File: src/bya_regs.svh
// register map, field positions, reset values and widths for the byte alu
//
// Summary of operation
// - file operand 0..127 plus one destination bit
// - destination bit 0 writes acc, 1 writes file
// - decrement file, skip next when zero
// - increment file, skip next when zero
// - jump loads low eleven pc bits, upper latch
// - jump takes two instruction cycles
// - or literal into acc, zero flag only
// - increment file to destination, zero flag only
// - or acc with file, zero flag only
// - rotate file right through carry, carry only
// - literal minus acc, carry nibble zero flags
// - file minus acc to destination, three flags
// - file minus acc minus inverted carry, flags
// - sleep clears watchdog, sets expiry, clears powerdown
`ifndef BYA_REGS_SVH
`define BYA_REGS_SVH

// ----------------------------------------------------------------------
// byte offsets
// ----------------------------------------------------------------------
`define BYA_OFF_INSTR      12'h000
`define BYA_OFF_ACC        12'h004
`define BYA_OFF_STATUS     12'h008
`define BYA_OFF_PC         12'h00C
`define BYA_OFF_PC_LATCH   12'h010
`define BYA_OFF_EXEC       12'h014
`define BYA_OFF_WDT        12'h018
`define BYA_FILE_BASE_HI   3'h1

// ----------------------------------------------------------------------
// field positions
// ----------------------------------------------------------------------
`define BYA_OP_LSB         16
`define BYA_DEST_BIT       7
`define BYA_C_BIT          0
`define BYA_DC_BIT         1
`define BYA_Z_BIT          2
`define BYA_PD_BIT         3
`define BYA_TO_BIT         4
`define BYA_EXEC_WAKE_BIT  0

// ----------------------------------------------------------------------
// reset values and widths
// ----------------------------------------------------------------------
`define BYA_STATUS_RST     5'h18
`define BYA_PC_W           15
`define BYA_INSTR_W        20

`endif

File: src/bya_pkg.sv
// types shared by the byte alu modules
package bya_pkg;
    typedef enum logic [3:0] {
        OP_DECREMENT_SKIP_ZERO        = 4'h0,
        OP_INCREMENT_SKIP_ZERO        = 4'h1,
        OP_JUMP_ABSOLUTE              = 4'h2,
        OP_OR_LITERAL_INTO_ACC        = 4'h3,
        OP_INCREMENT_FILE             = 4'h4,
        OP_OR_ACC_WITH_FILE           = 4'h5,
        OP_ROTATE_RIGHT_VIA_CARRY     = 4'h6,
        OP_SUBTRACT_ACC_FROM_LITERAL  = 4'h7,
        OP_SUBTRACT_ACC_FROM_FILE     = 4'h8,
        OP_SUBTRACT_ACC_BORROW_FROM_FILE = 4'h9,
        OP_SLEEP                      = 4'hA
    } bya_op_t;

    typedef enum logic [1:0] {
        ST_IDLE  = 2'b00,
        ST_EXEC  = 2'b01,
        ST_NOP   = 2'b10,
        ST_SLEEP = 2'b11
    } bya_state_t;
endpackage : bya_pkg

File: src/bya_alu_if.sv
// operands and results between core and alu
`timescale 1ns/1ns
interface bya_alu_if;
    bya_pkg::bya_op_t op;
    logic [7:0]       fval;
    logic [7:0]       wval;
    logic [7:0]       lit;
    logic             c_in;
    logic [7:0]       res;
    logic             c_out;
    logic             dc_out;
    logic             z_out;
    logic             skip;
    logic             upd_c;
    logic             upd_dc;
    logic             upd_z;
    modport alu  (input op, fval, wval, lit, c_in,
                  output res, c_out, dc_out, z_out, skip, upd_c, upd_dc, upd_z);
    modport core (output op, fval, wval, lit, c_in,
                  input res, c_out, dc_out, z_out, skip, upd_c, upd_dc, upd_z);
endinterface : bya_alu_if

File: src/bya_alu.sv
// combinational result and flag logic for the byte alu
`timescale 1ns/1ns
module bya_alu (
    // operand and result bundle
    bya_alu_if.alu bus
);
    import bya_pkg::*;

    always_comb begin
        logic [8:0] diff;
        logic [4:0] ndiff;
        logic [7:0] a;
        logic [7:0] b;
        logic       cin;
        diff       = 9'h000;
        ndiff      = 5'h00;
        a          = bus.fval;
        b          = bus.wval;
        cin        = 1'b1;
        bus.res    = 8'h00;
        bus.c_out  = bus.c_in;
        bus.dc_out = 1'b0;
        bus.skip   = 1'b0;
        bus.upd_c  = 1'b0;
        bus.upd_dc = 1'b0;
        bus.upd_z  = 1'b0;
        case (bus.op)
            OP_DECREMENT_SKIP_ZERO: begin
                bus.res  = bus.fval - 8'h01;
                bus.skip = (bus.res == 8'h00);
            end
            OP_INCREMENT_SKIP_ZERO: begin
                bus.res  = bus.fval + 8'h01;
                bus.skip = (bus.res == 8'h00);
            end
            OP_OR_LITERAL_INTO_ACC: begin
                bus.res   = bus.wval | bus.lit;
                bus.upd_z = 1'b1;
            end
            OP_INCREMENT_FILE: begin
                bus.res   = bus.fval + 8'h01;
                bus.upd_z = 1'b1;
            end
            OP_OR_ACC_WITH_FILE: begin
                bus.res   = bus.wval | bus.fval;
                bus.upd_z = 1'b1;
            end
            OP_ROTATE_RIGHT_VIA_CARRY: begin
                bus.res   = {bus.c_in, bus.fval[7:1]};
                bus.c_out = bus.fval[0];
                bus.upd_c = 1'b1;
            end
            OP_SUBTRACT_ACC_FROM_LITERAL,
            OP_SUBTRACT_ACC_FROM_FILE,
            OP_SUBTRACT_ACC_BORROW_FROM_FILE: begin
                if (bus.op == OP_SUBTRACT_ACC_FROM_LITERAL) begin
                    a = bus.lit;
                end
                if (bus.op == OP_SUBTRACT_ACC_BORROW_FROM_FILE) begin
                    cin = bus.c_in;
                end
                // two's complement: a + ~b + carry-in
                diff       = {1'b0, a} + {1'b0, ~b} + {8'h00, cin};
                ndiff      = {1'b0, a[3:0]} + {1'b0, ~b[3:0]} + {4'h0, cin};
                bus.res    = diff[7:0];
                bus.c_out  = diff[8];
                bus.dc_out = ndiff[4];
                bus.upd_c  = 1'b1;
                bus.upd_dc = 1'b1;
                bus.upd_z  = 1'b1;
            end
            default: begin
                bus.res = 8'h00;
            end
        endcase
        bus.z_out = (bus.res == 8'h00);
    end
endmodule : bya_alu

File: src/bya_file_ram.sv
// file register storage, one write port and two read ports
`timescale 1ns/1ns
module bya_file_ram #(
    parameter int DEPTH = 128,
    parameter int WIDTH = 8,
    parameter int AW    = 7
) (
    // clock and reset
    input  wire logic             aclk,
    input  wire logic             aresetn,
    // write port
    input  wire logic             we,
    input  wire logic [AW-1:0]    waddr,
    input  wire logic [WIDTH-1:0] wdata,
    // read ports
    input  wire logic [AW-1:0]    raddr_a,
    output logic      [WIDTH-1:0] rdata_a,
    input  wire logic [AW-1:0]    raddr_b,
    output logic      [WIDTH-1:0] rdata_b
);
    logic [WIDTH-1:0] mem_reg  [DEPTH];
    logic [WIDTH-1:0] mem_next [DEPTH];

    always_comb begin
        mem_next = mem_reg;
        if (we) begin
            mem_next[waddr] = wdata;
        end
    end

    always_ff @(posedge aclk) begin
        if (!aresetn) begin
            mem_reg <= '{default: '0};
        end else begin
            mem_reg <= mem_next;
        end
    end

    assign rdata_a = mem_reg[raddr_a];
    assign rdata_b = mem_reg[raddr_b];
endmodule : bya_file_ram

File: src/bya_top.sv
// byte alu instruction subset with axi4-lite register access
`timescale 1ns/1ns
`include "bya_regs.svh"
module bya_top #(
    parameter int ADDR_W = 12,
    parameter int PRE_W  = 7,
    parameter int WDT_W  = 8
) (
    // clock and reset
    input  wire logic              aclk,
    input  wire logic              aresetn,
    // write address and data
    input  wire logic [ADDR_W-1:0] s_axi_awaddr,
    input  wire logic              s_axi_awvalid,
    output logic                   s_axi_awready,
    input  wire logic [31:0]       s_axi_wdata,
    input  wire logic [3:0]        s_axi_wstrb,
    input  wire logic              s_axi_wvalid,
    output logic                   s_axi_wready,
    // write response
    output logic [1:0]             s_axi_bresp,
    output logic                   s_axi_bvalid,
    input  wire logic              s_axi_bready,
    // read address and data
    input  wire logic [ADDR_W-1:0] s_axi_araddr,
    input  wire logic              s_axi_arvalid,
    output logic                   s_axi_arready,
    output logic [31:0]            s_axi_rdata,
    output logic [1:0]             s_axi_rresp,
    output logic                   s_axi_rvalid,
    input  wire logic              s_axi_rready
);
    import bya_pkg::*;

    // ------------------------------------------------------------------
    // state
    // ------------------------------------------------------------------
    bya_state_t              state_reg,   state_next;
    logic [`BYA_INSTR_W-1:0] instr_reg,   instr_next;
    logic [7:0]              acc_reg,     acc_next;
    logic [4:0]              status_reg,  status_next;
    logic [`BYA_PC_W-1:0]    pc_reg,      pc_next;
    logic [6:0]              pc_latch_reg, pc_latch_next;
    logic [PRE_W-1:0]        pre_reg,     pre_next;
    logic [WDT_W-1:0]        wdt_reg,     wdt_next;
    logic                    skip_reg,    skip_next;

    logic              awready_reg, awready_next;
    logic              wready_reg,  wready_next;
    logic              aw_have_reg, aw_have_next;
    logic              w_have_reg,  w_have_next;
    logic [ADDR_W-1:0] aw_addr_reg, aw_addr_next;
    logic [31:0]       wdata_reg,   wdata_next;
    logic [3:0]        wstrb_reg,   wstrb_next;
    logic              bvalid_reg,  bvalid_next;
    logic [1:0]        bresp_reg,   bresp_next;
    logic              arready_reg, arready_next;
    logic              rvalid_reg,  rvalid_next;
    logic [31:0]       rdata_reg,   rdata_next;
    logic [1:0]        rresp_reg,   rresp_next;

    // ------------------------------------------------------------------
    // alu and file registers
    // ------------------------------------------------------------------
    bya_alu_if alu_bus ();

    logic       ram_we;
    logic [6:0] ram_waddr;
    logic [7:0] ram_wdata;
    logic [7:0] ram_fval;
    logic [7:0] ram_rd;

    bya_alu u_alu (
        .bus (alu_bus.alu)
    );

    bya_file_ram #(
        .DEPTH (128),
        .WIDTH (8),
        .AW    (7)
    ) u_file (
        .aclk    (aclk),
        .aresetn (aresetn),
        .we      (ram_we),
        .waddr   (ram_waddr),
        .wdata   (ram_wdata),
        .raddr_a (instr_reg[6:0]),
        .rdata_a (ram_fval),
        .raddr_b (s_axi_araddr[8:2]),
        .rdata_b (ram_rd)
    );

    bya_op_t op;
    logic    dest_file;
    assign op        = bya_op_t'(instr_reg[`BYA_OP_LSB +: 4]);
    assign dest_file = instr_reg[`BYA_DEST_BIT];

    assign alu_bus.op   = op;
    assign alu_bus.fval = ram_fval;
    assign alu_bus.wval = acc_reg;
    assign alu_bus.lit  = instr_reg[7:0];
    assign alu_bus.c_in = status_reg[`BYA_C_BIT];

    // ------------------------------------------------------------------
    // bus decode
    // ------------------------------------------------------------------
    logic [ADDR_W-1:0] wa;
    logic [ADDR_W-1:0] ra;
    logic              wr_commit;
    logic              ar_fire;
    logic [31:0]       wmask;
    assign wa        = {aw_addr_reg[ADDR_W-1:2], 2'b00};
    assign ra        = {s_axi_araddr[ADDR_W-1:2], 2'b00};
    assign wr_commit = aw_have_reg & w_have_reg & ~bvalid_reg;
    assign ar_fire   = s_axi_arvalid & arready_reg;
    assign wmask     = {{8{wstrb_reg[3]}}, {8{wstrb_reg[2]}},
                        {8{wstrb_reg[1]}}, {8{wstrb_reg[0]}}};

    always_comb begin
        aw_have_next = aw_have_reg | (s_axi_awvalid & awready_reg);
        w_have_next  = w_have_reg | (s_axi_wvalid & wready_reg);
        aw_addr_next = (s_axi_awvalid & awready_reg) ? s_axi_awaddr : aw_addr_reg;
        wdata_next   = (s_axi_wvalid & wready_reg) ? s_axi_wdata : wdata_reg;
        wstrb_next   = (s_axi_wvalid & wready_reg) ? s_axi_wstrb : wstrb_reg;
        bvalid_next  = bvalid_reg & ~s_axi_bready;
        bresp_next   = bresp_reg;
        if (wr_commit) begin
            aw_have_next = 1'b0;
            w_have_next  = 1'b0;
            bvalid_next  = 1'b1;
            bresp_next   = 2'b00;
            if (wa[ADDR_W-1:9] != `BYA_FILE_BASE_HI && wa != `BYA_OFF_INSTR &&
                wa != `BYA_OFF_ACC && wa != `BYA_OFF_STATUS && wa != `BYA_OFF_PC &&
                wa != `BYA_OFF_PC_LATCH && wa != `BYA_OFF_EXEC && wa != `BYA_OFF_WDT) begin
                bresp_next = 2'b10;
            end
        end
        awready_next = ~aw_have_next & ~bvalid_next;
        wready_next  = ~w_have_next & ~bvalid_next;

        rvalid_next  = ar_fire | (rvalid_reg & ~s_axi_rready);
        arready_next = ~rvalid_next;
        rdata_next   = rdata_reg;
        rresp_next   = rresp_reg;
        if (ar_fire) begin
            rresp_next = 2'b00;
            rdata_next = 32'h0000_0000;
            if (ra[ADDR_W-1:9] == `BYA_FILE_BASE_HI) begin
                rdata_next = {24'h00_0000, ram_rd};
            end else begin
                case (ra)
                    `BYA_OFF_INSTR:    rdata_next = {12'h000, instr_reg};
                    `BYA_OFF_ACC:      rdata_next = {24'h00_0000, acc_reg};
                    `BYA_OFF_STATUS:   rdata_next = {27'h000_0000, status_reg};
                    `BYA_OFF_PC:       rdata_next = {17'h0_0000, pc_reg};
                    `BYA_OFF_PC_LATCH: rdata_next = {25'h000_0000, pc_latch_reg};
                    `BYA_OFF_EXEC: begin
                        rdata_next = {29'h0000_0000, skip_reg, state_reg == ST_SLEEP,
                                      state_reg == ST_EXEC || state_reg == ST_NOP};
                    end
                    `BYA_OFF_WDT: rdata_next = {{(32-WDT_W){1'b0}}, wdt_reg};
                    default:      rresp_next = 2'b10;
                endcase
            end
        end
    end

    // ------------------------------------------------------------------
    // instruction execution
    // ------------------------------------------------------------------
    logic wr_ok;
    assign wr_ok = wr_commit & (bresp_next == 2'b00);

    always_comb begin
        logic [7:0] res;
        res           = alu_bus.res;
        state_next    = state_reg;
        instr_next    = instr_reg;
        acc_next      = acc_reg;
        status_next   = status_reg;
        pc_next       = pc_reg;
        pc_latch_next = pc_latch_reg;
        skip_next     = skip_reg;
        pre_next      = pre_reg;
        wdt_next      = wdt_reg;
        ram_we        = 1'b0;
        ram_waddr     = instr_reg[6:0];
        ram_wdata     = res;

        // software access to architectural state
        if (wr_ok && wstrb_reg[0]) begin
            if (wa == `BYA_OFF_ACC) begin
                acc_next = wdata_reg[7:0];
            end
            if (wa == `BYA_OFF_STATUS) begin
                status_next = wdata_reg[4:0];
            end
            if (wa == `BYA_OFF_PC_LATCH) begin
                pc_latch_next = wdata_reg[6:0];
            end
            if (wa[ADDR_W-1:9] == `BYA_FILE_BASE_HI) begin
                ram_we    = 1'b1;
                ram_waddr = wa[8:2];
                ram_wdata = wdata_reg[7:0];
            end
        end

        // watchdog runs while the oscillator runs
        if (state_reg != ST_SLEEP) begin
            pre_next = pre_reg + 1'b1;
            if (pre_reg == {PRE_W{1'b1}}) begin
                wdt_next = wdt_reg + 1'b1;
                if (wdt_reg == {WDT_W{1'b1}}) begin
                    status_next[`BYA_TO_BIT] = 1'b0;
                end
            end
        end

        case (state_reg)
            ST_IDLE: begin
                if (wr_ok && wa == `BYA_OFF_INSTR) begin
                    instr_next = (instr_reg & ~wmask[`BYA_INSTR_W-1:0]) |
                                 (wdata_reg[`BYA_INSTR_W-1:0] & wmask[`BYA_INSTR_W-1:0]);
                    state_next = ST_EXEC;
                end
            end
            ST_EXEC: begin
                state_next = ST_IDLE;
                pc_next    = pc_reg + 15'h0001;
                skip_next  = alu_bus.skip;
                case (op)
                    OP_DECREMENT_SKIP_ZERO, OP_INCREMENT_SKIP_ZERO, OP_INCREMENT_FILE,
                    OP_OR_ACC_WITH_FILE, OP_ROTATE_RIGHT_VIA_CARRY,
                    OP_SUBTRACT_ACC_FROM_FILE, OP_SUBTRACT_ACC_BORROW_FROM_FILE: begin
                        if (dest_file) begin
                            ram_we    = 1'b1;
                            ram_waddr = instr_reg[6:0];
                            ram_wdata = res;
                        end else begin
                            acc_next = res;
                        end
                    end
                    OP_OR_LITERAL_INTO_ACC, OP_SUBTRACT_ACC_FROM_LITERAL: begin
                        acc_next = res;
                    end
                    OP_JUMP_ABSOLUTE: begin
                        pc_next    = {pc_latch_reg[6:3], instr_reg[10:0]};
                        state_next = ST_NOP;
                    end
                    OP_SLEEP: begin
                        pre_next                 = {PRE_W{1'b0}};
                        wdt_next                 = {WDT_W{1'b0}};
                        status_next[`BYA_TO_BIT] = 1'b1;
                        status_next[`BYA_PD_BIT] = 1'b0;
                        state_next               = ST_SLEEP;
                    end
                    default: begin
                        pc_next = pc_reg + 15'h0001;
                    end
                endcase
                if (alu_bus.upd_c) begin
                    status_next[`BYA_C_BIT] = alu_bus.c_out;
                end
                if (alu_bus.upd_dc) begin
                    status_next[`BYA_DC_BIT] = alu_bus.dc_out;
                end
                if (alu_bus.upd_z) begin
                    status_next[`BYA_Z_BIT] = alu_bus.z_out;
                end
                if (alu_bus.skip) begin
                    pc_next    = pc_reg + 15'h0002;
                    state_next = ST_NOP;
                end
            end
            ST_NOP: begin
                state_next = ST_IDLE;
            end
            ST_SLEEP: begin
                if (wr_ok && wa == `BYA_OFF_EXEC && wdata_reg[`BYA_EXEC_WAKE_BIT]) begin
                    state_next = ST_IDLE;
                end
            end
            default: begin
                state_next = ST_IDLE;
            end
        endcase
    end

    // ------------------------------------------------------------------
    // registers
    // ------------------------------------------------------------------
    always_ff @(posedge aclk) begin
        if (!aresetn) begin
            state_reg    <= ST_IDLE;
            instr_reg    <= '0;
            acc_reg      <= 8'h00;
            status_reg   <= `BYA_STATUS_RST;
            pc_reg       <= '0;
            pc_latch_reg <= 7'h00;
            pre_reg      <= '0;
            wdt_reg      <= '0;
            skip_reg     <= 1'b0;
            awready_reg  <= 1'b0;
            wready_reg   <= 1'b0;
            aw_have_reg  <= 1'b0;
            w_have_reg   <= 1'b0;
            aw_addr_reg  <= '0;
            wdata_reg    <= 32'h0000_0000;
            wstrb_reg    <= 4'h0;
            bvalid_reg   <= 1'b0;
            bresp_reg    <= 2'b00;
            arready_reg  <= 1'b0;
            rvalid_reg   <= 1'b0;
            rdata_reg    <= 32'h0000_0000;
            rresp_reg    <= 2'b00;
        end else begin
            state_reg    <= state_next;
            instr_reg    <= instr_next;
            acc_reg      <= acc_next;
            status_reg   <= status_next;
            pc_reg       <= pc_next;
            pc_latch_reg <= pc_latch_next;
            pre_reg      <= pre_next;
            wdt_reg      <= wdt_next;
            skip_reg     <= skip_next;
            awready_reg  <= awready_next;
            wready_reg   <= wready_next;
            aw_have_reg  <= aw_have_next;
            w_have_reg   <= w_have_next;
            aw_addr_reg  <= aw_addr_next;
            wdata_reg    <= wdata_next;
            wstrb_reg    <= wstrb_next;
            bvalid_reg   <= bvalid_next;
            bresp_reg    <= bresp_next;
            arready_reg  <= arready_next;
            rvalid_reg   <= rvalid_next;
            rdata_reg    <= rdata_next;
            rresp_reg    <= rresp_next;
        end
    end

    assign s_axi_awready = awready_reg;
    assign s_axi_wready  = wready_reg;
    assign s_axi_bvalid  = bvalid_reg;
    assign s_axi_bresp   = bresp_reg;
    assign s_axi_arready = arready_reg;
    assign s_axi_rvalid  = rvalid_reg;
    assign s_axi_rdata   = rdata_reg;
    assign s_axi_rresp   = rresp_reg;
endmodule : bya_top

File: config.mk
export PLATFORM = sky130hd
export DESIGN_NAME = bya_top
export DESIGN_NICKNAME = d
export VERILOG_FILES = /design/src/bya_pkg.sv /design/src/bya_alu_if.sv /design/src/bya_alu.sv /design/src/bya_file_ram.sv /design/src/bya_top.sv
export VERILOG_INCLUDE_DIRS = /design/src
export SDC_FILE = /design/constraint.sdc
export NUM_CORES = 2
export LEC_CHECK = 0
export CORE_MARGIN = 3
export CORE_UTILIZATION = 64
export DETAILED_ROUTE_END_ITERATION = 10
export DONT_BUFFER_PORTS = 1
export PLACE_DENSITY = 0.77
export SLEW_MARGIN = 20
export SYNTH_ARGS = -nofsm -noshare
export SYNTH_HDL_FRONTEND = slang
export SYNTH_SLANG_ARGS = --single-unit
File: constraint.sdc
create_clock -name aclk -period 6.4 [get_ports aclk]
set_input_delay 0.96 -clock aclk [delete_from_list [all_inputs] [get_ports aclk]]
set_output_delay 0.96 -clock aclk [all_outputs]
set_load 0.02 [all_outputs]
==> results <==
- The number of antenna violations at the first check in global routing is 14.
- The count of synthesis-stage warnings from yosys is 0.
- The core region is 92,200 um^2.
- The root buffer cell chosen for the clock tree is sky130_fd_sc_hd__clkbuf_16.
- The maximum resistive drop on vdd is 0.236 mV.
- Counting tap cells, the placed design contains a total of 7,443 instances.
- The hold slack is 0.356 ns.
- The fmax is 0.156 GHz.
- The count of final hold-check violations was 0.
- The number of max-cap violations is 0.
- For this run, the total global-route usage over all layers was measured as 44.5%.
- In this run the biggest area consumer among cell types represents 38.8% of the synthesized area.
- The number of port buffers is 0.
- Setup repair after global routing left no endpoint under its margin.
- The leakage power total is 20.9 nW.
- The number of pins exceeding their max-slew limit in the final report is 0.
- The total I/O pin count is 108.
- The biggest cell delay along the critical path is 1.03 ns.
- The min-delay analysis places its worst path in the category in2reg.
- The arrival time of data at the critical path endpoint is 7.03 ns.
- The worst register-to-register path has a depth of 13.
- Headroom to the max-slew limit came out at 20.3%.
- The type of the setup path with the least slack is reg2reg.
- The cell repeated most along the worst path is sky130_fd_sc_hd__buf_4.
- The most used flip-flop cell after synthesis is sky130_fd_sc_hd__dfxtp_1.
- The TritonCTS clock tree is yes.
- Leaving out fill and tap cells, the most frequent cell in the layout is sky130_fd_sc_hd__nand2_1.
- The clock latency on the worst-skew pair is 0.75 ns.
- The routed design could run at a clock period as short as 6.40 ns.
- Counting instances, the worst hold path has a depth of 2.
- The count of buffer and inverter cells on the critical path is 2.
- The synthesized design contains 1,160 register bits.
- The number of clock buffers added by TritonCTS is 119.
- Excluding fillers, the count of instances in the completed layout stands at 7,671.
- The via count of the first global-routing pass is 51,400.
- Ranked by total cell area, the synthesized netlist is headed by sky130_fd_sc_hd__dfxtp_1 (39%), sky130_fd_sc_hd__mux4_2 (23%), sky130_fd_sc_hd__nand2_1 (11%), sky130_fd_sc_hd__a21oi_1 (7.8%), sky130_fd_sc_hd__nand3_1 (3.0%).
- The first-iteration detailed-routing DRC count is 9,710.
- The cell with the largest stage delay on the worst path is sky130_fd_sc_hd__nor4_1.
- The floorplan step defined a die boundary enclosing 97,300 um^2.
- The number of buffers between clock root and the deepest sink is 3.
- Before CTS, the worst setup slack after placement is 0.247 ns.
- The number of distinct library cells after synthesis is 76.
- For the worst setup path, the data required time is 7.03 ns.
- The flow ran to the end, but the final reports show violations.
- The power per cell area is 228 nW/um^2.
- Along the worst path, the maximum fanout reaches 26.
- Traced cell by cell, the critical path runs through buf_4, or3_1, o22ai_1, nor4_1, a22oi_1, nand2_1, buf_4, xor2_1, nand4_1, a222oi_1, nor2_2, and3_1, o31a_1.
- The remaining antenna violation count after routing is 0.
- For this run, the post-layout net count is 6,417.
- After layout, the worst path uses 100% of the clock period.
- The H-tree was split into 3 levels.
- The largest area contributor in the netlist is sky130_fd_sc_hd__dfxtp_1.
- The average instance in the mapped netlist occupies 9.14 um^2.
- The nature of the critical path startpoint is a flop.
- The cell count after synthesis came out at 6,553.
- The congestion estimate from routability-driven global placement came to 0.999.
- The initial utilization of the core area, before any placement, comes to 65.0%.
- The area growth from synthesis to layout is 8.88%.
- In the layout the commonest cells are sky130_fd_sc_hd__nand2_1 (1,770), sky130_fd_sc_hd__dfxtp_1 (1,155), sky130_fd_sc_hd__a21oi_1 (937).
- The worst setup path is captured at a flop.
- The synthesized design contains 0 enable-type register cells.
- The die width is 312 um.
- The number of design rule violations left after detail routing is 0.
- After routing, the total negative slack on setup checks comes to -0.00204 ns.
- The worst-case clock skew is 0.0405 ns.
- The family with the most delay on the worst path is simple AND/OR/NAND/NOR gates.
- The first-pass GRT wire length is 328,000 um.
- For the pin with the worst max-slew slack, the measured transition is 1.20 ns.
- The half-perimeter wire length after placement is 145,000 um.
- The final critical-path setup slack is -0.00204 ns.
- The wire length reported by the detailed router is 222,000 um.
- The share of the Yosys chip area taken by registers is 38.8%.
- Entering global routing, the biggest net connects 269 pins.
- The average wire per cell in the routed design is 29.0 um.
- Of the cells placed in the final design, the portion with a size suffix greater than 1 is 16.3%.
- Setup violations remaining at the end of the flow were counted as 1.
- The clock-pin slew on the worst setup and hold paths is 0.07 ns.
- Before antenna repair, the detailed router went through 9 iterations.
- Counting every sink on the clock net gives 1,160.
- The checks that failed: setup timing.
- The number of placement rows is 111.
- The synthesized netlist occupies a cell area of 59,900 um^2.
- Detailed routing inserted a total of 55,400 vias.
- Measured along the y axis, the die boundary spans 312 um.
- The post-cts hold buffer count is 0.
- The register with the most flip-flops in the layout has 1,024 of them.
- The remaining global-route overflow is 0.
- In this run the number of cells on the critical path is 13.
- The finished cells cover 65,200 um^2.
- In the routed layout, each cell is associated on average with a via count of 7.22.
- In this run the cell area measured after placement is 61,200 um^2.
- The fraction of registers with async set/reset is 0%.
worst register-to-register path, cell delays in order (launching register included):
cell	delay, ns
sky130_fd_sc_hd__dfxtp_2	0.71
sky130_fd_sc_hd__buf_4	0.41
sky130_fd_sc_hd__or3_1	0.76
sky130_fd_sc_hd__o22ai_1	0.35
sky130_fd_sc_hd__nor4_1	1.03
sky130_fd_sc_hd__a22oi_1	0.44
sky130_fd_sc_hd__nand2_1	0.26
sky130_fd_sc_hd__buf_4	0.23
sky130_fd_sc_hd__xor2_1	0.17
sky130_fd_sc_hd__nand4_1	0.12
sky130_fd_sc_hd__a222oi_1	0.79
sky130_fd_sc_hd__nor2_2	0.45
sky130_fd_sc_hd__and3_1	0.31
sky130_fd_sc_hd__o31a_1	0.28
cell type report:
cell class,count,area (um^2)
fillers,6887,27000
inverters,30,123
diodes,6,15.0
well taps,1243,1560
multi-input cells,4838,34500
flip-flops and latches,1160,23200
repair buffers,180,1930
clock buffers,164,3350
clock inverters,50,563
per-layer routing:
metal	vias to the layer above	GRT usage (%)	part of all wire, %
li1	23100	-	-
met1	26600	56.0	33
met2	4594	63.6	42
met3	1138	17.3	16
met4	6	29.4	8.3
met5	-	0	0.019
final timing paths:
kind / start / slack (ns) / endpoint
max: flop / -0.002 / pc_reg[3]
min: s_axi_wdata[12] / 0.36 / wdata_reg[12]
max reg2reg: flop / -0.002 / pc_reg[3]
min reg2reg: w_have_reg / 0.45 / s_axi_wready
cell families (layout without fill, tap and decap cells):
kind of cell / count (synthesis) / count (layout) / synth area share (%)
xor gates and xnor gates: 35 / 35 / 0.512
adders and majority gates: 21 / 21 / 0.464
buffers and inverters: 567 / 424 / 4.03
AOI/OAI and AO/OA: 1333 / 1333 / 12.1
muxes: 782 / 782 / 25.9
and+or+nand+nor: 2654 / 2654 / 18.2
DFF: 1160 / 1160 / 38.8
other: 1 / 19 / 0.00626
cells in the mapped netlist (16+ instances only):
cell type	count
sky130_fd_sc_hd__a21oi_1	938
sky130_fd_sc_hd__a22oi_1	59
sky130_fd_sc_hd__a31oi_1	23
sky130_fd_sc_hd__and2_1	28
sky130_fd_sc_hd__and3_1	22
sky130_fd_sc_hd__buf_1	67
sky130_fd_sc_hd__buf_2	72
sky130_fd_sc_hd__buf_4	30
sky130_fd_sc_hd__clkbuf_1	357
sky130_fd_sc_hd__dfxtp_1	1160
sky130_fd_sc_hd__ha_1	19
sky130_fd_sc_hd__inv_1	24
sky130_fd_sc_hd__mux2_2	20
sky130_fd_sc_hd__mux2i_1	145
sky130_fd_sc_hd__mux4_2	614
sky130_fd_sc_hd__nand2_1	1771
sky130_fd_sc_hd__nand2b_1	17
sky130_fd_sc_hd__nand3_1	359
sky130_fd_sc_hd__nand4_1	23
sky130_fd_sc_hd__nor2_1	333
sky130_fd_sc_hd__nor2b_1	24
sky130_fd_sc_hd__nor3_1	22
sky130_fd_sc_hd__o21ai_0	181
sky130_fd_sc_hd__o22ai_1	36
sky130_fd_sc_hd__xnor2_1	16
sky130_fd_sc_hd__xor2_1	19
stage by stage:
stage | util [%] | total power [mW]
after floorplan | - | 7.90
after global placement | 66.3 | 7.88
after detailed placement | 66.3 | 7.89
after CTS | 70.6 | 14.8
after global routing | 70.7 | 15.1
final | 70.7 | 14.8
power by group:
part | internal (mW) | leakage [nW] | switching, mW
Clock | 4.02 | 1.93 | 3.09
Combinational | 0.178 | 9.63 | 0.254
Sequential | 7.25 | 9.35 | 0.0568
Total | 11.4 | 20.9 | 3.40
repair_timing:
item | CTS | global route
gates resized for setup | 0 | 0
endpoints found under the setup margin | 0 | 150
setup buffers | 0 | 7
Power figures use the tool's default switching activity.
